## config.mk

```make
export PLATFORM = sky130hd
export DESIGN_NAME = pattern_generator
export DESIGN_NICKNAME = d
export VERILOG_FILES = /design/src/core/pattern_gen_pkg.sv /design/src/core/pattern_generator.sv /design/src/core/pixel_fifo.sv /design/src/core/video_timing_gen.sv
export SDC_FILE = /design/constraint.sdc
export NUM_CORES = 1
export LEC_CHECK = 0
export BUFFER_PORTS_ARGS = -buffer_cell sky130_fd_sc_hd__buf_2
export CORE_MARGIN = 5
export CORE_UTILIZATION = 30
export CTS_BUF_LIST = sky130_fd_sc_hd__clkbuf_16
export CTS_CLUSTER_DIAMETER = 150
export CTS_CLUSTER_SIZE = 20
export DETAILED_ROUTE_END_ITERATION = 10
export GPL_TIMING_DRIVEN = 0
export PLACE_DENSITY = 0.52
export SYNTH_ARGS = -nofsm -noshare
export SYNTH_HDL_FRONTEND = slang
export SYNTH_SLANG_ARGS = --single-unit
```

## constraint.sdc

```tcl
create_clock -name aclk -period 5.45 [get_ports aclk]
set_input_delay 0.545 -clock aclk [delete_from_list [all_inputs] [get_ports aclk]]
set_output_delay 0.545 -clock aclk [all_outputs]
set_load 0.02 [all_outputs]
```

## src/core/pattern_gen_pkg.sv

```systemverilog
package pattern_gen_pkg;
   // Register indices; the byte address is four times the index
   localparam logic [9:0]  IDX_TX_CTL       = 10'h063;
   localparam logic [9:0]  IDX_CTL          = 10'h064;
   localparam logic [9:0]  IDX_CFG          = 10'h065;
   localparam logic [9:0]  IDX_HTIME        = 10'h070;
   localparam logic [9:0]  IDX_VTIME        = 10'h071;
   localparam logic [9:0]  IDX_SYNC         = 10'h072;
   localparam logic [9:0]  IDX_SCROLL       = 10'h073;
   localparam logic [9:0]  IDX_STATUS       = 10'h074;
   // Reset values
   localparam logic [7:0]  TX_CTL_RESET     = 8'h00;
   localparam logic [7:0]  CTL_RESET        = 8'h10;
   localparam logic [7:0]  CFG_RESET        = 8'h00;
   localparam logic [31:0] HTIME_RESET      = 32'h0280_0320;
   localparam logic [31:0] VTIME_RESET      = 32'h01e0_020d;
   localparam logic [31:0] SYNC_RESET       = 32'h2130_0260;
   localparam logic [31:0] SCROLL_RESET     = 32'h0000_003c;
   // Field positions
   localparam int          CTL_ENABLE       = 0;
   localparam int          CTL_REVERSE      = 1;
   localparam int          CTL_BARS         = 2;
   localparam int          CTL_SEL_LSB      = 4;
   localparam int          CFG_AUTO         = 0;
   localparam int          CFG_INVERT       = 1;
   localparam int          CFG_TSEL         = 2;
   localparam int          CFG_EXTCLK       = 3;
   localparam int          CFG_18B          = 4;
   localparam logic [7:0]  CFG_WMASK        = 8'h1f;
   localparam int          TIME_TOTAL_LSB   = 0;
   localparam int          TIME_ACTIVE_LSB  = 16;
   localparam int          TIME_W           = 12;
   localparam int          SYNC_HSW_LSB     = 0;
   localparam int          SYNC_VSW_LSB     = 8;
   localparam int          SYNC_HBP_LSB     = 16;
   localparam int          SYNC_VBP_LSB     = 24;
   localparam int          SCROLL_HS_HIGH   = 8;
   localparam int          SCROLL_VS_HIGH   = 9;
   localparam logic [31:0] SCROLL_WMASK     = 32'h0000_03ff;
   // Pattern codes
   localparam logic [3:0]  PAT_WHITE        = 4'h1;
   localparam logic [3:0]  PAT_BLACK        = 4'h2;
   localparam logic [3:0]  PAT_RED          = 4'h3;
   localparam logic [3:0]  PAT_GREEN        = 4'h4;
   localparam logic [3:0]  PAT_BLUE         = 4'h5;
   localparam logic [3:0]  PAT_HSCALE_FIRST = 4'h6;
   localparam logic [3:0]  PAT_VSCALE_FIRST = 4'ha;
   localparam logic [3:0]  PAT_VSCALE_LAST  = 4'hd;
   localparam logic [3:0]  PAT_CUSTOM       = 4'he;
   localparam logic [3:0]  PAT_BANDS        = 4'hf;
   localparam logic [3:0]  PAT_FIRST        = 4'h1;
   // Brightness steps
   localparam logic [8:0]  LEVELS_24        = 9'h100;
   localparam logic [8:0]  LEVELS_18        = 9'h040;
   localparam logic [8:0]  BAR_STEPS        = 9'h008;
   localparam logic [7:0]  MASK_18          = 8'hfc;
   // Colours
   localparam logic [23:0] RGB_WHITE        = 24'hffffff;
   localparam logic [23:0] RGB_YELLOW       = 24'hffff00;
   localparam logic [23:0] RGB_CYAN         = 24'h00ffff;
   localparam logic [23:0] RGB_GREEN        = 24'h00ff00;
   localparam logic [23:0] RGB_MAGENTA      = 24'hff00ff;
   localparam logic [23:0] RGB_RED          = 24'hff0000;
   localparam logic [23:0] RGB_BLUE         = 24'h0000ff;
   localparam logic [23:0] RGB_BLACK        = 24'h000000;
   localparam logic [23:0] BAR_COLOURS [8]  = '{RGB_WHITE, RGB_YELLOW, RGB_CYAN, RGB_GREEN,
                                                RGB_MAGENTA, RGB_RED, RGB_BLUE, RGB_BLACK};
   localparam logic [23:0] BANDS_NORMAL [4] = '{RGB_YELLOW, RGB_CYAN, RGB_BLUE, RGB_RED};
   localparam logic [23:0] BANDS_REVERSE [4] = '{RGB_BLUE, RGB_CYAN, RGB_YELLOW, RGB_RED};
   // Bus answers, divider and stream shape
   localparam logic [1:0]  RESP_OKAY        = 2'b00;
   localparam logic [1:0]  RESP_SLVERR      = 2'b10;
   localparam int          DIV_DEFAULT      = 4;
   localparam int          FIFO_DEPTH       = 8;
   localparam int          PIX_W            = 27;
endpackage : pattern_gen_pkg

```

## src/core/pattern_generator.sv

```systemverilog
// Function
// - Bar enable gives eight vertical colour bars
// - Reverse bit swaps the yellow and blue bands
// - Pixels are produced only while enabled
// - 18-bit mode: 64 levels, six MSBs
// - 24-bit mode: 256 brightness levels
// - Clock source picks external or divided tick
// - Clock source ignored under external timing
// - Internal timing from programmed frame shape
// - External timing follows incoming pixel signals
// - Invert bit inverts the selected pattern
// - Auto-scroll advances after programmed frame count
// - Without auto-scroll the pattern stays
// - Fixed select shown without auto-scroll and seeds the auto-scroll start
//
// Register access over AXI4-Lite was decided locally.
`timescale 1ns/1ps
module pattern_generator
   import pattern_gen_pkg::*;
#(
   parameter int          DIVIDE = DIV_DEFAULT,
   parameter int          DEPTH  = FIFO_DEPTH,
   parameter logic [23:0] CUSTOM = 24'h808080
) (
   // Clock and reset
   input  wire logic        aclk,
   input  wire logic        aresetn,
   // AXI4-Lite write
   input  wire logic [11:0] awaddr,
   input  wire logic        awvalid,
   output logic             awready,
   input  wire logic [31:0] wdata,
   input  wire logic [3:0]  wstrb,
   input  wire logic        wvalid,
   output logic             wready,
   output logic [1:0]       bresp,
   output logic             bvalid,
   input  wire logic        bready,
   // AXI4-Lite read
   input  wire logic [11:0] araddr,
   input  wire logic        arvalid,
   output logic             arready,
   output logic [31:0]      rdata,
   output logic [1:0]       rresp,
   output logic             rvalid,
   input  wire logic        rready,
   // External video timing
   input  wire logic        ext_pixel_valid,
   output logic             ext_ready,
   input  wire logic        ext_de,
   input  wire logic        ext_hs,
   input  wire logic        ext_vs,
   // Video out
   output logic             video_valid,
   input  wire logic        video_ready,
   output logic             video_de,
   output logic             video_hs,
   output logic             video_vs,
   output logic [7:0]       video_red,
   output logic [7:0]       video_green,
   output logic [7:0]       video_blue,
   // Transmitter control
   output logic             serial_tx_power_down
);
   localparam int DW = $clog2(DIVIDE + 1);

   logic [7:0]  tx_ctl_reg;
   logic [7:0]  ctl_reg;
   logic [7:0]  cfg_reg;
   logic [31:0] htime_reg;
   logic [31:0] vtime_reg;
   logic [31:0] sync_reg;
   logic [31:0] scroll_reg;
   logic        aw_held_reg;
   logic [9:0]  aw_idx_reg;
   logic        w_held_reg;
   logic [31:0] wdata_reg;
   logic [3:0]  wstrb_reg;
   logic        bvalid_reg;
   logic [1:0]  bresp_reg;
   logic        rvalid_reg;
   logic [31:0] rdata_reg;
   logic [1:0]  rresp_reg;
   logic        do_write;
   logic        wr_mapped;
   logic [31:0] rd_word;
   logic        rd_mapped;
   logic [DW-1:0] div_reg;
   logic        div_tick;
   logic        pix_tick;
   logic        step;
   logic        fifo_ready;
   logic        tg_de;
   logic        tg_hs;
   logic        tg_vs;
   logic        tg_frame;
   logic        cur_de;
   logic        cur_hs;
   logic        cur_vs;
   logic        ext_vs_act;
   logic        prev_de_reg;
   logic        prev_vs_reg;
   logic        frame_begin;
   logic        line_end;
   logic [20:0] st_reg [4];
   logic [8:0]  levels;
   logic [3:0]  scroll_pat_reg;
   logic [7:0]  frame_cnt_reg;
   logic [3:0]  pattern_sel;
   logic [7:0]  h_ramp;
   logic [7:0]  v_ramp;
   logic [7:0]  ramp;
   logic [23:0] base;
   logic [23:0] shown;
   logic [PIX_W-1:0] pixel;
   logic [PIX_W-1:0] out_word;

   wire enable = ctl_reg[CTL_ENABLE];
   wire tsel   = cfg_reg[CFG_TSEL];
   wire auto   = cfg_reg[CFG_AUTO];
   wire eight  = cfg_reg[CFG_18B];
   wire [TIME_W-1:0] h_active = htime_reg[TIME_ACTIVE_LSB +: TIME_W];
   wire [TIME_W-1:0] v_active = vtime_reg[TIME_ACTIVE_LSB +: TIME_W];

   function automatic logic [31:0] merge(input logic [31:0] old, input logic [31:0] data,
                                         input logic [3:0] strb);
      for (int b = 0; b < 4; b++)
         merge[8*b +: 8] = strb[b] ? data[8*b +: 8] : old[8*b +: 8];
   endfunction : merge

   // One accumulator step; overflowing the span moves the index on by one
   function automatic logic [20:0] acc_step(input logic [20:0] st, input logic [8:0] steps,
                                            input logic [11:0] span);
      logic [12:0] sum;
      sum = {1'b0, st[11:0]} + {4'h0, steps};
      if (sum >= {1'b0, span})
         acc_step = {st[20:12] + 9'h001, 12'(sum - {1'b0, span})};
      else
         acc_step = {st[20:12], sum[11:0]};
   endfunction : acc_step

   // Write channel: address and data are caught independently, in either order
   assign awready   = !aw_held_reg;
   assign wready    = !w_held_reg;
   assign do_write  = aw_held_reg && w_held_reg && !bvalid_reg;
   assign wr_mapped = aw_idx_reg inside {IDX_TX_CTL, IDX_CTL, IDX_CFG, IDX_HTIME, IDX_VTIME,
                                         IDX_SYNC, IDX_SCROLL, IDX_STATUS};
   assign bvalid    = bvalid_reg;
   assign bresp     = bresp_reg;

   always_ff @(posedge aclk)
   begin
      if (!aresetn)
      begin
         aw_held_reg <= 1'b0;
         aw_idx_reg  <= '0;
      end
      else if (awvalid && awready)
      begin
         aw_held_reg <= 1'b1;
         aw_idx_reg  <= awaddr[11:2];
      end
      else if (do_write)
         aw_held_reg <= 1'b0;
   end

   always_ff @(posedge aclk)
   begin
      if (!aresetn)
      begin
         w_held_reg <= 1'b0;
         wdata_reg  <= '0;
         wstrb_reg  <= '0;
      end
      else if (wvalid && wready)
      begin
         w_held_reg <= 1'b1;
         wdata_reg  <= wdata;
         wstrb_reg  <= wstrb;
      end
      else if (do_write)
         w_held_reg <= 1'b0;
   end

   always_ff @(posedge aclk)
   begin
      if (!aresetn)
      begin
         bvalid_reg <= 1'b0;
         bresp_reg  <= RESP_OKAY;
      end
      else if (do_write)
      begin
         bvalid_reg <= 1'b1;
         bresp_reg  <= wr_mapped ? RESP_OKAY : RESP_SLVERR;
      end
      else if (bready)
         bvalid_reg <= 1'b0;
   end

   // Register stores; status is read-only and writes to it are accepted but dropped
   always_ff @(posedge aclk)
   begin
      if (!aresetn)
      begin
         tx_ctl_reg <= TX_CTL_RESET;
         ctl_reg    <= CTL_RESET;
         cfg_reg    <= CFG_RESET;
         htime_reg  <= HTIME_RESET;
         vtime_reg  <= VTIME_RESET;
         sync_reg   <= SYNC_RESET;
         scroll_reg <= SCROLL_RESET;
      end
      else if (do_write)
      begin
         unique case (aw_idx_reg)
            IDX_TX_CTL: tx_ctl_reg <= 8'(merge({24'h0, tx_ctl_reg}, wdata_reg, wstrb_reg))
                                      & 8'h01;
            IDX_CTL:    ctl_reg    <= 8'(merge({24'h0, ctl_reg}, wdata_reg, wstrb_reg));
            IDX_CFG:    cfg_reg    <= 8'(merge({24'h0, cfg_reg}, wdata_reg, wstrb_reg))
                                      & CFG_WMASK;
            IDX_HTIME:  htime_reg  <= merge(htime_reg, wdata_reg, wstrb_reg);
            IDX_VTIME:  vtime_reg  <= merge(vtime_reg, wdata_reg, wstrb_reg);
            IDX_SYNC:   sync_reg   <= merge(sync_reg, wdata_reg, wstrb_reg);
            IDX_SCROLL: scroll_reg <= merge(scroll_reg, wdata_reg, wstrb_reg) & SCROLL_WMASK;
            default:    ;
         endcase
      end
   end

   // Read channel
   always_comb
   begin
      rd_word   = '0;
      rd_mapped = 1'b1;
      unique case (araddr[11:2])
         IDX_TX_CTL: rd_word = {24'h0, tx_ctl_reg};
         IDX_CTL:    rd_word = {24'h0, ctl_reg};
         IDX_CFG:    rd_word = {24'h0, cfg_reg};
         IDX_HTIME:  rd_word = htime_reg;
         IDX_VTIME:  rd_word = vtime_reg;
         IDX_SYNC:   rd_word = sync_reg;
         IDX_SCROLL: rd_word = scroll_reg;
         IDX_STATUS: rd_word = {16'h0, frame_cnt_reg, 3'h0, enable, pattern_sel};
         default:    rd_mapped = 1'b0;
      endcase
   end

   assign arready = !rvalid_reg;
   assign rvalid  = rvalid_reg;
   assign rdata   = rdata_reg;
   assign rresp   = rresp_reg;

   always_ff @(posedge aclk)
   begin
      if (!aresetn)
      begin
         rvalid_reg <= 1'b0;
         rdata_reg  <= '0;
         rresp_reg  <= RESP_OKAY;
      end
      else if (arvalid && arready)
      begin
         rvalid_reg <= 1'b1;
         rdata_reg  <= rd_word;
         rresp_reg  <= rd_mapped ? RESP_OKAY : RESP_SLVERR;
      end
      else if (rready)
         rvalid_reg <= 1'b0;
   end

   // The block never gates enable on this bit; ordering is up to software
   assign serial_tx_power_down = tx_ctl_reg[0];

   // Divided pixel tick, free running
   always_ff @(posedge aclk)
   begin
      if (!aresetn)
         div_reg <= '0;
      else
         div_reg <= (div_reg == DW'(DIVIDE - 1)) ? '0 : div_reg + 1'b1;
   end

   assign div_tick  = div_reg == '0;
   assign pix_tick  = cfg_reg[CFG_EXTCLK] ? ext_pixel_valid : div_tick;
   // Clock source only counts under internal timing; a full FIFO stalls every pixel
   assign step      = enable && fifo_ready && (tsel ? pix_tick : ext_pixel_valid);
   assign ext_ready = enable && fifo_ready;

   video_timing_gen #(
      .CW (TIME_W)
   ) u_timing (
      .aclk        (aclk),
      .aresetn     (aresetn),
      .advance     (step && tsel),
      .restart     (!enable || !tsel),
      .h_total     (htime_reg[TIME_TOTAL_LSB +: TIME_W]),
      .h_active    (h_active),
      .v_total     (vtime_reg[TIME_TOTAL_LSB +: TIME_W]),
      .v_active    (v_active),
      .h_sync      (sync_reg[SYNC_HSW_LSB +: 8]),
      .v_sync      (sync_reg[SYNC_VSW_LSB +: 8]),
      .h_back      (sync_reg[SYNC_HBP_LSB +: 8]),
      .v_back      (sync_reg[SYNC_VBP_LSB +: 8]),
      .hs_high     (scroll_reg[SCROLL_HS_HIGH]),
      .vs_high     (scroll_reg[SCROLL_VS_HIGH]),
      .de          (tg_de),
      .hs          (tg_hs),
      .vs          (tg_vs),
      .frame_start (tg_frame)
   );

   assign cur_de      = tsel ? tg_de : ext_de;
   assign cur_hs      = tsel ? tg_hs : ext_hs;
   assign cur_vs      = tsel ? tg_vs : ext_vs;
   assign ext_vs_act  = ext_vs ~^ scroll_reg[SCROLL_VS_HIGH];
   assign frame_begin = step && (tsel ? tg_frame : (ext_vs_act && !prev_vs_reg));
   assign line_end    = step && !cur_de && prev_de_reg;

   always_ff @(posedge aclk)
   begin
      if (!aresetn)
      begin
         prev_de_reg <= 1'b0;
         prev_vs_reg <= 1'b0;
      end
      else if (step)
      begin
         prev_de_reg <= cur_de;
         prev_vs_reg <= ext_vs_act;
      end
   end

   // Ramps by accumulation avoid a divider; assumes active size not below the step count
   assign levels = eight ? LEVELS_18 : LEVELS_24;

   always_ff @(posedge aclk)
   begin
      for (int k = 0; k < 4; k++)
      begin
         if (!aresetn)
            st_reg[k] <= '0;
         else if (k < 2 && step)
            st_reg[k] <= cur_de ? acc_step(st_reg[k], k == 0 ? levels : BAR_STEPS, h_active)
                                : '0;
         else if (k >= 2 && frame_begin)
            st_reg[k] <= '0;
         else if (k >= 2 && line_end)
            st_reg[k] <= acc_step(st_reg[k], k == 2 ? levels : BAR_STEPS, v_active);
      end
   end

   // Auto-scroll pattern and frame counter
   always_ff @(posedge aclk)
   begin
      if (!aresetn)
      begin
         scroll_pat_reg <= PAT_FIRST;
         frame_cnt_reg  <= '0;
      end
      else if (!auto)
      begin
         scroll_pat_reg <= ctl_reg[CTL_SEL_LSB +: 4];
         frame_cnt_reg  <= '0;
      end
      else if (frame_begin)
      begin
         if (frame_cnt_reg + 8'h01 >= scroll_reg[7:0])
         begin
            scroll_pat_reg <= (scroll_pat_reg >= PAT_CUSTOM || scroll_pat_reg < PAT_FIRST)
                              ? PAT_FIRST : scroll_pat_reg + 4'h1;
            frame_cnt_reg  <= '0;
         end
         else
            frame_cnt_reg <= frame_cnt_reg + 8'h01;
      end
   end

   assign pattern_sel = auto ? scroll_pat_reg : ctl_reg[CTL_SEL_LSB +: 4];
   assign h_ramp      = eight ? {st_reg[0][17:12], 2'b00} : st_reg[0][19:12];
   assign v_ramp      = eight ? {st_reg[2][17:12], 2'b00} : st_reg[2][19:12];
   assign ramp        = (pattern_sel < PAT_VSCALE_FIRST) ? h_ramp : v_ramp;

   always_comb
   begin
      base = RGB_BLACK;
      if (pattern_sel == PAT_WHITE)
         base = RGB_WHITE;
      else if (pattern_sel == PAT_RED)
         base = RGB_RED;
      else if (pattern_sel == PAT_GREEN)
         base = RGB_GREEN;
      else if (pattern_sel == PAT_BLUE)
         base = RGB_BLUE;
      else if (pattern_sel >= PAT_HSCALE_FIRST && pattern_sel <= PAT_VSCALE_LAST)
      begin
         unique case (2'(pattern_sel - PAT_HSCALE_FIRST))
            2'h0: base = {ramp, ramp, ramp};
            2'h1: base = {ramp, 8'h00, 8'h00};
            2'h2: base = {8'h00, ramp, 8'h00};
            2'h3: base = {8'h00, 8'h00, ramp};
         endcase
      end
      else if (pattern_sel == PAT_CUSTOM)
         base = CUSTOM;
      else if (pattern_sel == PAT_BANDS)
         base = ctl_reg[CTL_REVERSE] ? BANDS_REVERSE[{st_reg[3][14], st_reg[1][14]}]
                                     : BANDS_NORMAL[{st_reg[3][14], st_reg[1][14]}];
      if (ctl_reg[CTL_BARS])
         base = BAR_COLOURS[st_reg[1][14:12]];
   end

   always_comb
   begin
      shown = cfg_reg[CFG_INVERT] ? ~base : base;
      if (eight)
         shown = shown & {MASK_18, MASK_18, MASK_18};
      if (!cur_de)
         shown = RGB_BLACK;
   end

   assign pixel = {cur_de, cur_hs, cur_vs, shown};

   pixel_fifo #(
      .WIDTH (PIX_W),
      .DEPTH (DEPTH)
   ) u_fifo (
      .aclk      (aclk),
      .aresetn   (aresetn),
      .in_valid  (step),
      .in_ready  (fifo_ready),
      .in_data   (pixel),
      .out_valid (video_valid),
      .out_ready (video_ready),
      .out_data  (out_word)
   );

   assign video_de    = out_word[26];
   assign video_hs    = out_word[25];
   assign video_vs    = out_word[24];
   assign video_red   = out_word[23:16];
   assign video_green = out_word[15:8];
   assign video_blue  = out_word[7:0];
endmodule : pattern_generator

```

## src/core/pixel_fifo.sv

```systemverilog
`timescale 1ns/1ps
module pixel_fifo #(
   parameter int WIDTH = 27,
   parameter int DEPTH = 8
) (
   // Clock and reset
   input  wire logic             aclk,
   input  wire logic             aresetn,
   // Fill side
   input  wire logic             in_valid,
   output logic                  in_ready,
   input  wire logic [WIDTH-1:0] in_data,
   // Drain side
   output logic                  out_valid,
   input  wire logic             out_ready,
   output logic [WIDTH-1:0]      out_data
);
   localparam int AW = $clog2(DEPTH);

   logic [WIDTH-1:0] mem_reg [DEPTH];
   logic [AW-1:0]    wr_ptr_reg;
   logic [AW-1:0]    rd_ptr_reg;
   logic [AW:0]      count_reg;
   logic             push;
   logic             pop;

   assign in_ready  = count_reg != (AW+1)'(DEPTH);
   assign out_valid = count_reg != '0;
   assign push      = in_valid && in_ready;
   assign pop       = out_valid && out_ready;
   assign out_data  = mem_reg[rd_ptr_reg];

   always_ff @(posedge aclk)
   begin
      if (push)
         mem_reg[wr_ptr_reg] <= in_data;
   end

   always_ff @(posedge aclk)
   begin
      if (!aresetn)
         wr_ptr_reg <= '0;
      else if (push)
         wr_ptr_reg <= (wr_ptr_reg == AW'(DEPTH - 1)) ? '0 : wr_ptr_reg + 1'b1;
   end

   always_ff @(posedge aclk)
   begin
      if (!aresetn)
         rd_ptr_reg <= '0;
      else if (pop)
         rd_ptr_reg <= (rd_ptr_reg == AW'(DEPTH - 1)) ? '0 : rd_ptr_reg + 1'b1;
   end

   always_ff @(posedge aclk)
   begin
      if (!aresetn)
         count_reg <= '0;
      else if (push && !pop)
         count_reg <= count_reg + 1'b1;
      else if (pop && !push)
         count_reg <= count_reg - 1'b1;
   end
endmodule : pixel_fifo

```

## src/core/video_timing_gen.sv

```systemverilog
`timescale 1ns/1ps
module video_timing_gen #(
   parameter int CW = 12
) (
   // Clock and reset
   input  wire logic          aclk,
   input  wire logic          aresetn,
   // Control
   input  wire logic          advance,
   input  wire logic          restart,
   // Frame shape
   input  wire logic [CW-1:0] h_total,
   input  wire logic [CW-1:0] h_active,
   input  wire logic [CW-1:0] v_total,
   input  wire logic [CW-1:0] v_active,
   input  wire logic [7:0]    h_sync,
   input  wire logic [7:0]    v_sync,
   input  wire logic [7:0]    h_back,
   input  wire logic [7:0]    v_back,
   input  wire logic          hs_high,
   input  wire logic          vs_high,
   // Timing
   output logic               de,
   output logic               hs,
   output logic               vs,
   output logic               frame_start
);
   logic [CW-1:0] h_cnt_reg;
   logic [CW-1:0] v_cnt_reg;
   logic [CW-1:0] h_start;
   logic [CW-1:0] v_start;
   logic          line_last;

   assign h_start     = CW'(h_sync) + CW'(h_back);
   assign v_start     = CW'(v_sync) + CW'(v_back);
   assign line_last   = h_cnt_reg == h_total - 1'b1;
   assign de          = h_cnt_reg >= h_start && h_cnt_reg < h_start + h_active
                        && v_cnt_reg >= v_start && v_cnt_reg < v_start + v_active;
   assign hs          = (h_cnt_reg < CW'(h_sync)) ~^ hs_high;
   assign vs          = (v_cnt_reg < CW'(v_sync)) ~^ vs_high;
   assign frame_start = h_cnt_reg == '0 && v_cnt_reg == '0;

   always_ff @(posedge aclk)
   begin
      if (!aresetn || restart)
         h_cnt_reg <= '0;
      else if (advance)
         h_cnt_reg <= line_last ? '0 : h_cnt_reg + 1'b1;
   end

   always_ff @(posedge aclk)
   begin
      if (!aresetn || restart)
         v_cnt_reg <= '0;
      else if (advance && line_last)
         v_cnt_reg <= (v_cnt_reg == v_total - 1'b1) ? '0 : v_cnt_reg + 1'b1;
   end
endmodule : video_timing_gen

```

## After elaboration in Yosys (flattened, before gate mapping)

Memories as Yosys holds them, arrays and structs flattened. A register that Yosys moved wholly into a read port is not among the register bits.
Cells that the tools add are included.

| storage, ports and cells | value |
|---|---|
| memories kept | 3 |
| bits in registers | 257 |
| input port bits | 72 |
| memory bits (read-only) | 192 |
| output and inout port bits | 71 |
| word-level logic and storage cells | 291 |
| RAM bits | 300 |

| operators by class | value |
|---|---|
| reductions and logical operators | 68 |
| bitwise operators | 13 |
| $lt $le $gt $ge | 18 |
| eq/ne operators | 33 |
| muxes and demuxes | 91 |
| add/sub/neg operators | 28 |

Memories:

| name | words | bits a word | rd ports | clocked after Yosys merged registers in | wr ports | line | source |
|---|---|---|---|---|---|---|---|
| u_fifo.mem_reg | 8 | 27 | 1 | 1 | 1 | pixel_fifo.sv:20 | `logic [WIDTH-1:0] mem_reg [DEPTH];` |
| (name not given) | 8 | 24 | 1 | 0 | 0 | pattern_generator.sv:410 | `base = BAR_COLOURS[st_reg[1][14:12]];` |
| st_reg | 4 | 21 | 4 | 0 | 4 | pattern_generator.sv:105 | `logic [20:0] st_reg [4];` |

Operators by type and width:

| cell | count |
|---|---|
| 2-to-1 mux 21 bit | 22 |
| 2-to-1 mux 24 bit | 17 |
| one-hot mux 32 bit (8 select lines) | 1 |
| equality test 10 x 7 -> 1 bit (second input constant) | 16 |
| binary-select mux 24 bit (select 2 bit) | 2 |
| one-hot mux 24 bit (4 select lines) | 1 |
| >= comparator 13 x 12 -> 1 bit | 4 |
| AND reduction 3 bit | 17 |
| subtractor 12 bit | 4 |
| adder 9 x 1 -> 9 bit (second input constant) | 4 |
| 2-to-1 mux 8 bit | 4 |
| 2-to-1 mux 4 bit | 7 |
| 2-to-1 mux 1 bit | 27 |
| adder 12 x 4 -> 13 bit (second input constant) | 2 |
| adder 12 x 9 -> 13 bit | 2 |
| adder 12 x 1 -> 12 bit (second input constant) | 2 |
| adder 12 bit | 2 |
| equality test 12 bit | 2 |
| >= comparator 12 bit | 2 |
| logical NOT 12 bit | 2 |
| less-than comparator 12 bit | 2 |
| less-than comparator 12 x 8 -> 1 bit | 2 |
| 2-to-1 mux 12 bit | 2 |
| inverter 24 bit | 1 |
| 44 further kinds | 104 |

## Longest topological paths before layout

Gate-level depths: netlist (run 1).
An unclocked memory read counts as a cell.

| depth | value |
|---|---|
| depth in word-level cells | 18 |
| gate-level depth with buffers | 26 |
| depth with buffers taken out | 24 |

## Cells and area by module

From an unflattened synthesis (run 1), not the netlist that was laid out.

| second synthesis, totals | value |
|---|---|
| cells, all modules | 2908 |
| area, all modules | 30206.5 µm² |

By module, submodules not included:

| module | cells each | area each (µm²) | seq. area each (µm²) | instances |
|---|---|---|---|---|
| pattern_generator | 1916 | 16507.1 | 6526.3 | 1 |
| pixel_fifo | 387 | 8988.6 | 6746.5 | 1 |
| video_timing_gen | 605 | 4710.8 | 480.5 | 1 |

## Worst setup path before layout (run 1)

OpenSTA, ideal clock, no wires.

| path | value |
|---|---|
| path type | reg-to-reg |
| start point | register sync_reg[0] |
| end point | memory st_reg[0][0], enable pin |
| buffers on the path | 1 |
| cell stages (with the launch flop) | 24 |
| setup time | 0.351 ns |
| slack | 0.584 ns |
| data required time | 5.099 ns |
| period minus slack after synthesis | 4.866 ns |
| data arrival time | 4.515 ns |
| cells stage by stage | dfxtp_1 -> ha_1 -> fa_1 -> xor2_1 -> ha_1 -> nor2b_1 -> o21ai_0 -> nand2b_1 -> a21o_1 -> a21o_1 -> a21o_1 -> a41oi_1 -> xnor2_1 -> ha_1 -> a21oi_1 -> nand2_1 -> a22oi_1 -> and4_1 -> o311ai_2 -> o22a_1 -> buf_4 -> inv_2 -> a21oi_1 -> nand2b_1 |

RTL lines:

| element | line | source |
|---|---|---|
| from (decl) | pattern_generator.sv:72 | `logic [31:0] sync_reg;` |
| from (signal assigned) | pattern_generator.sv:224 | `IDX_SYNC: sync_reg <= merge(sync_reg, wdata_reg, wstrb_reg);` |
| to (decl) | pattern_generator.sv:105 |  |

## Worst setup path in the final report (run 1)

| path | value |
|---|---|
| start point | register sync_reg[0] |
| end point | memory u_fifo.mem_reg[5][11] (data pin) |

| on the way | value |
|---|---|
| longest elaborated chain between the ends | 8 |
| elaborated cells between the ends (all ways) | 9 |
| those cells by class | add/sub (2); order compare (2); mux (2); reduce/logical (3) |

RTL lines:

| element | line | source |
|---|---|---|
| adder 8 x 8 -> 9 bit * | video_timing_gen.sv:34 | `assign h_start = CW'(h_sync) + CW'(h_back);` |
| adder 12 bit | video_timing_gen.sv:37 | `assign de = h_cnt_reg >= h_start && h_cnt_reg < h_start + h_active` |
| less-than comparator 12 bit | video_timing_gen.sv:37 |  |
| logical AND 1 bit * | video_timing_gen.sv:37 |  |
| logical AND 1 bit * (2 in series) | video_timing_gen.sv:38 | `&& v_cnt_reg >= v_start && v_cnt_reg < v_start + v_active;` |
| 2-to-1 mux 1 bit * | pattern_generator.sv:313 | `assign cur_de = tsel ? tg_de : ext_de;` |
| 2-to-1 mux 24 bit * | pattern_generator.sv:418 | `if (!cur_de)` |
| via shown[11] | pattern_generator.sv:114 | `logic [23:0] shown;` |
| to (decl) | pixel_fifo.sv:20 |  |

The timed path passes the listed nets; every way through them passes the cells marked *.

==> results of run 1 <==
through the flow:
step	total power, mW	instances	worst slack [ns]	hold slack, ns	instance area (um2)
6_report	7.962	4288	0.2045	0.09828	33240
3_5_place_dp	5.593	4226	-0.7692	0.4370	31920
5_1_grt	8.292	4284	-0.01415	0.07992	33230
3_3_place_gp	5.587	4206	-1.424	0.4320	31630
2_1_floorplan	5.230	2795	0.5842	0.4173	29350
4_1_cts	8.046	4282	-0.01394	0.06593	33060
worst max-delay path, delay by kind of cell, from the launching register on:
kind                     cells  cell delay, ns
adder cells (fa/ha/maj)      4            1.21
flip-flops                   1            0.39
AO/OA/AOI/OAI                8            1.48
XOR/XNOR                     1            0.17
AND/OR/NAND/NOR              8            1.32
buffers and inverters        2            0.39
kinds of logic (layout without fill, tap and decap cells):
| kind of cell | after synthesis | count (layout) | share of synthesized area |
|---|---|---|---|
| other cells | 1 | 6 | 0.0001278 |
| xor+xnor | 180 | 180 | 0.05372 |
| buf+inv | 237 | 449 | 0.03266 |
| simple gates | 898 | 899 | 0.1417 |
| flops | 544 | 544 | 0.4686 |
| fa+ha+maj | 188 | 188 | 0.08236 |
| mux | 275 | 275 | 0.1189 |
| compound gates | 471 | 471 | 0.1020 |
metal layers:
layer  global-route usage  up-vias  routed length, um
met5             0.006349        -                 17
li1                     -    10470                  -
met4              0.03020        4               1528
met2               0.2662      586              40700
met1               0.2372    10610              41620
met3              0.02673       75               5569
cell type report:
class	instances	area (um2)
inverters	123	474.2
well taps	1276	1597
repair buffers	160	988.4
flip-flops and latches	544	13760
clock inverters	21	107.6
clock buffers	31	775.7
plain buffers	114	519.2
fillers	9812	63610
diodes	4	10.01
multi-input cells	2015	15000
final timing paths:
check / from / end / slack (ns) / cells past startpoint
worst min-delay path: rready / rvalid$_SDFFE_PN0P_ / 0.1 / 2
worst max register to register: sync_reg[0]$_SDFFE_PN0P_ / u_fifo.mem_reg[5][11]$_DFFE_PP_ / 0.20 / 23
worst max-delay path: sync_reg[0]$_SDFFE_PN0P_ / u_fifo.mem_reg[5][11]$_DFFE_PP_ / 0.20 / 23
worst min register to register: div_reg[0]$_SDFF_PP0_ / div_reg[0]$_SDFF_PP0_ / 0.45 / 1
where the power goes:
| part | internal, mW | total (mW) | switching [mW] |
|---|---|---|---|
| combinational | 0.431 | 1.06 | 0.627 |
| clock | 1.04 | 2.46 | 1.42 |
| sequential | 4.37 | 4.44 | 0.0757 |
| total | 5.84 | 7.96 | 2.12 |
Yosys cell counts, drive strengths merged (5+ instances only):
library cell    n
a211oi         19
a21boi          7
a21o           30
a21oi         181
a221oi         10
a22oi          13
a31oi          15
and2            8
and3           25
and4            5
buf            38
clkbuf         76
dfxtp         258
edfxtp        286
fa              9
ha            178
inv           123
mux2           38
mux2i         182
mux4           55
nand2         254
nand2b         30
nand3          82
nand3b          6
nand4          27
nor2          335
nor2b          26
nor3           37
nor3b          12
nor4           12
o211ai         16
o21a           16
o21ai          96
o21bai          9
o31ai          14
or2             5
or3            20
or4             8
xnor2          85
xor2           95
what timing repair did:
| action | in CTS | in global routing |
|---|---|---|
| endpoints found under the setup margin | 265 | 302 |
| cloned | 0 | 1 |
| hold endpoints to repair | 0 | 0 |
| resized for setup | 45 | 43 |
| hold buffers | 0 | 0 |
| pin swaps | 1 | 9 |
| setup buffers | 4 | 1 |
==> results.yml, run 1 <==
outcome:
  status: "finished, final reports clean"
power_and_ir_drop:
  p_per_area_nw_per_um2: 239.5
  leakage_nw: 12.57
  max-vdd-ir-drop_uv: 251.6
setup_path:
  critPathKind: "register to register"
  cp_slowest_cell: "o41ai_4"
  cp_max_fo: 10
  max_stage_delay_ns: 0.41
  cp.arrival_ns: 5.64
  path_cells: "ha_2 > fa_2 > a21oi_1 > nor2_1 > nor2_2 > o21bai_1 > a21oi_2 > o21bai_1 > a21o_1 > ha_1 > nand2_2 > o41ai_4 > nand3_1 > xnor2_1 > ha_1 > nand4_1 > nand2b_1 > and4_4 > o311ai_4 > o22a_1 > buf_12 > clkbuf_4 > nor2_2"
  crit_required_ns: 5.85
  start_kind: "register"
  end_kind: "register"
cells_and_area:
  nNetsFinal: 3248
  final_common_cell: "nor2_1"
  area_delta_synth_final_pct: 13.25
  final_cell_mix: "nor2_1 (306), edfxtp_1 (286), dfxtp_1 (252)"
  layout-drive-gt1-share: 0.1366
  utilization: 0.3432
  largest_register_ffs: 216
placed_design:
  numPortBuffers: 135
  gp_congestion: 0.8644
  dp.final_hpwl_um: 68250
routing:
  vias: 21740
  drtIter0Drc: 1693
  wirelength_um: 89430
  vias_per_cell: 5.069
  drt-pass1-iter-count: 7
  final_antenna_net_count: 0
  drc: 0
  wire_per_inst_um: 20.86
synth:
  ys_seq_area_frac: 0.4686
  ys_warn_count: 0
  ys_ff_latch: 544
  ys_types: 93
  syn_area_per_cell_um2: 10.50
  synth_cells: 2794
  synth_top_area_share: 0.2926
  yosysTopAreaCell: "edfxtp_1"
  async_flop_share: 0
  synthTopCellsByArea: "edfxtp_1 (29%), dfxtp_1 (18%), ha_1 (7.6%), mux2i_1 (6.2%), mux4_2 (4.2%)"
  netlist_area_um2: 29350
  ys.flop_type: "edfxtp_1"
  synth-edff-count: 286
global_routing:
  grt_max_degree: 23
  antenna_found_initial: 6
  grt_pass1_vias: 20570
  grt_pass1_wl_um: 131600
  track_usage: 0.1652
  overflow: 0
clocking:
  clock_insertion_delay_worst_skew_ns: 0.66
  cts_htree_levels: 1
  path_clk_slew_ns: 0.09
  clockBufferDepth: 3
  cts_sinks: 544
  cts_tree: "done"
  root_buffer: "clkbuf_16"
  cts_made_buffers: 31
worst_hold_path:
  hp-class: "input port to register"
sta:
  finalCritPeriodShare: 0.9625
  hold_violations: 0
  max_freq_mhz: 190.6
  skew_ns: 0.04571
  slew_headroom: 0.1322
  finalSetupTns_ns: 0
  max_slew.worst_pin.slew_ns: 1.299
  maxSlewViolCount: 0
  layout_min_cycle_time_ns: 5.246
  finalSetupViolCount: 0
die:
  std_cell_rows: 114
  dieWidth_um: 322.8
  die_h_um: 322.8
  die-area_um2: 104200
  ios: 143
  core_area_um2: 96850
  start_util: 0.3030
flow_run:
  drv_cap: 0
Power figures use the tool's default switching activity.
==> run 2, diff against run 1 <==
--- a/config.mk
+++ b/config.mk
@@ -8,12 +8,13 @@
 export BUFFER_PORTS_ARGS = -buffer_cell sky130_fd_sc_hd__buf_2
 export CORE_MARGIN = 5
 export CORE_UTILIZATION = 30
-export CTS_BUF_LIST = sky130_fd_sc_hd__clkbuf_16
+export CTS_BUF_LIST = sky130_fd_sc_hd__clkbuf_8
 export CTS_CLUSTER_DIAMETER = 150
 export CTS_CLUSTER_SIZE = 20
 export DETAILED_ROUTE_END_ITERATION = 10
 export GPL_TIMING_DRIVEN = 0
-export PLACE_DENSITY = 0.52
+export PLACE_DENSITY = 0.53
+export RECOVER_POWER = 25
 export SYNTH_ARGS = -nofsm -noshare
 export SYNTH_HDL_FRONTEND = slang
 export SYNTH_SLANG_ARGS = --single-unit
==> constraint.sdc (replaced) <==
create_clock -name aclk -period 4.8 [get_ports aclk]
set_input_delay 0.48 -clock aclk [delete_from_list [all_inputs] [get_ports aclk]]
set_output_delay 0.48 -clock aclk [all_outputs]
set_load 0.02 [all_outputs]
==> run 2 against run 1 <==
The run now ends with setup timing left; worst hold slack improved by 0.015 ns; non-clock buffer count is 86 higher; clock-buffer cell count unchanged; largest cell class unchanged; sequential power rose by 14%; die area did not move; clock skew fell by 0.0022 ns; maximum frequency is 5.4% higher; critical path type unchanged.
==> results.yml, run 2 (synthesis results as in run 1) <==
sta:
  finalSetupViolCount: 231
  skew_ns: 0.04349
  finalCritPeriodShare: 1.037
  maxSlewViolCount: 0
  max_slew.worst_pin.slew_ns: 1.428
  slew_headroom: 0.04790
  hold_violations: 0
  layout_min_cycle_time_ns: 4.979
  setup_slack_ns: -0.1786
  rsz0062_at_grt: "true"
  max_freq_mhz: 200.9
worst_hold_path:
  hold_depth: 3
  min_from: "araddr[10]"
  min_delay_worst_endpoint: "rresp[1]$_SDFFE_PN0P_"
  hp-class: "input port to register"
power_and_ir_drop:
  p_per_area_nw_per_um2: 246.7
  leakage_nw: 12.80
  power.total_mw: 8.455
  max-vdd-ir-drop_uv: 192.4
placed_design:
  gp_congestion: 0.8625
  dpl_worst_slack_ns: -1.223
  numPortBuffers: 135
  dp.final_hpwl_um: 67230
  placed_area_um2: 31940
setup_path:
  start_kind: "register"
  cp.arrival_ns: 5.47
  reg2reg_depth: 23
  crit_required_ns: 5.29
  critPathKind: "register to register"
  worstReg2RegStart: "sync_reg[16]$_SDFFE_PN0P_"
  r2r-end: "u_fifo.mem_reg[0][6]$_DFFE_PP_"
  crit_start: "sync_reg[16]$_SDFFE_PN0P_"
  end_kind: "register"
  cp_max_fo: 8
  r2r_slack_ns: -0.18
die:
  die_h_um: 322.8
  core_area_um2: 96850
  ios: 143
  die-area_um2: 104200
  std_cell_rows: 114
  start_util: 0.3030
  dieWidth_um: 322.8
cells_and_area:
  largest_register_ffs: 216
  final_cell_mix: "nor2_1 (289), edfxtp_1 (286), dfxtp_1 (252)"
  area_delta_synth_final_pct: 16.79
  finalInstanceArea_um2: 34280
  layout-drive-gt1-share: 0.1480
  nNetsFinal: 3336
  final_common_cell: "nor2_1"
routing:
  wire_per_inst_um: 20.77
  drt-pass1-iter-count: 7
  wirelength_um: 90820
  drc: 0
  drtIter0Drc: 1754
  final_antenna_net_count: 0
  vias: 22170
  vias_per_cell: 5.070
outcome:
  status: "finished, violations left"
  violations: "setup timing"
global_routing:
  grt_pass1_vias: 21300
  track_usage: 0.1677
  overflow: 0
  antenna_found_initial: 3
  grt_max_degree: 23
  grt_pass1_wl_um: 134300
clocking:
  cts_htree_levels: 1
  clockBufferDepth: 3
  cts_made_buffers: 31
  path_clk_slew_ns: 0.14
  cts_sinks: 544
  cts_tree: "done"
  clock_insertion_delay_worst_skew_ns: 0.73
  root_buffer: "clkbuf_8"
flow_run:
  drv_cap: 0
run 2: changes by cell type in the layout (fill, tap and decap cells not counted), moves of 17 or more:
cell / change
clkbuf_16: -29
clkbuf_1: +46
nor2_4: +23
nor2_1: -17
buf_2: -48
dlygate4sd3_1: +52
buf_4: +21
clkbuf_8: +31
run 2: cell type report:
cell class | instances | area [um2]
Antenna cell | 2 | 5.005
Buffer | 114 | 569.3
Clock buffer | 31 | 426.7
Clock inverter | 20 | 95.09
Fill cell | 9687 | 62570
Inverter | 123 | 478.0
Multi-Input combinational cell | 2016 | 15540
Sequential cell | 544 | 13780
Tap cell | 1276 | 1597
Timing Repair Buffer | 246 | 1782
Timing Repair inverter | 1 | 11.26
run 2: worst max-delay path: stages, from the launching register on:
cell      delay, ns
dfxtp_4        0.40
ha_4           0.16
fa_2           0.37
a21oi_2        0.14
nor2_1         0.06
nor2_2         0.10
o21bai_1       0.08
a21oi_2        0.18
xnor2_1        0.21
ha_2           0.29
nor3_1         0.10
o41ai_4        0.38
nand3_1        0.14
xnor2_1        0.17
ha_1           0.30
buf_4          0.15
a22oi_2        0.16
and4_4         0.25
o311ai_4       0.11
o22a_1         0.23
buf_12         0.16
inv_16         0.10
nand2_8        0.09
mux2i_4        0.37
run 2: what timing repair did:
| action | 4_1_cts | 5_1_grt |
|---|---|---|
| endpoints found under the hold margin | 52 | 0 |
| gates resized for setup | 143 | 82 |
| cloned | 3 | 2 |
| endpoints found under the setup margin | 326 | 326 |
| buffers inserted | 22 | 15 |
| pin swaps | 39 | 53 |
| hold buffers | 52 | 0 |
run 2: worst max-delay path by stage:
stage	slack [ns]	cells past startpoint	endpoint
2_1_floorplan	0.02	23	u_fifo.mem_reg[0][7]$_DFFE_PP_
3_3_place_gp	-2.12	9	u_fifo.mem_reg[6][8]$_DFFE_PP_
3_5_place_dp	-1.22	23	u_fifo.mem_reg[3][6]$_DFFE_PP_
4_1_cts	-0.17	26	u_fifo.mem_reg[1][6]$_DFFE_PP_
5_1_grt	-0.35	27	st_reg[0][0]$_SDFFCE_PP0P_
6_report	-0.18	23	u_fifo.mem_reg[0][6]$_DFFE_PP_
run 2: metal layers:
layer	GRT usage	wire (um)	share of wire	up-vias
li1	-	-	-	10630
met1	0.2462	43180	0.48	10900
met2	0.2678	40660	0.45	566
met3	0.02190	5256	0.058	76
met4	0.03184	1718	0.019	0
met5	0	0	0	-
run 2: where the power goes:
group	switching, mW	internal, mW	total, mW
sequential	0.0892	4.96	5.05
combinational	0.731	0.522	1.25
clock	1.54	0.615	2.15
total	2.36	6.10	8.45
run 2: metrics by stage:
stage                     std cells  setup TNS, ns  hold WS (ns)  utilization
after floorplan                2795              0        0.4173            -
after global placement         4206        -489.95        0.4305       0.3266
after detailed placement       4227        -254.28        0.4368       0.3298
after CTS                      4355         -24.56       0.07146       0.3493
after global routing           4372         -74.19        0.1082       0.3539
final                          4373         -17.87        0.1136       0.3539
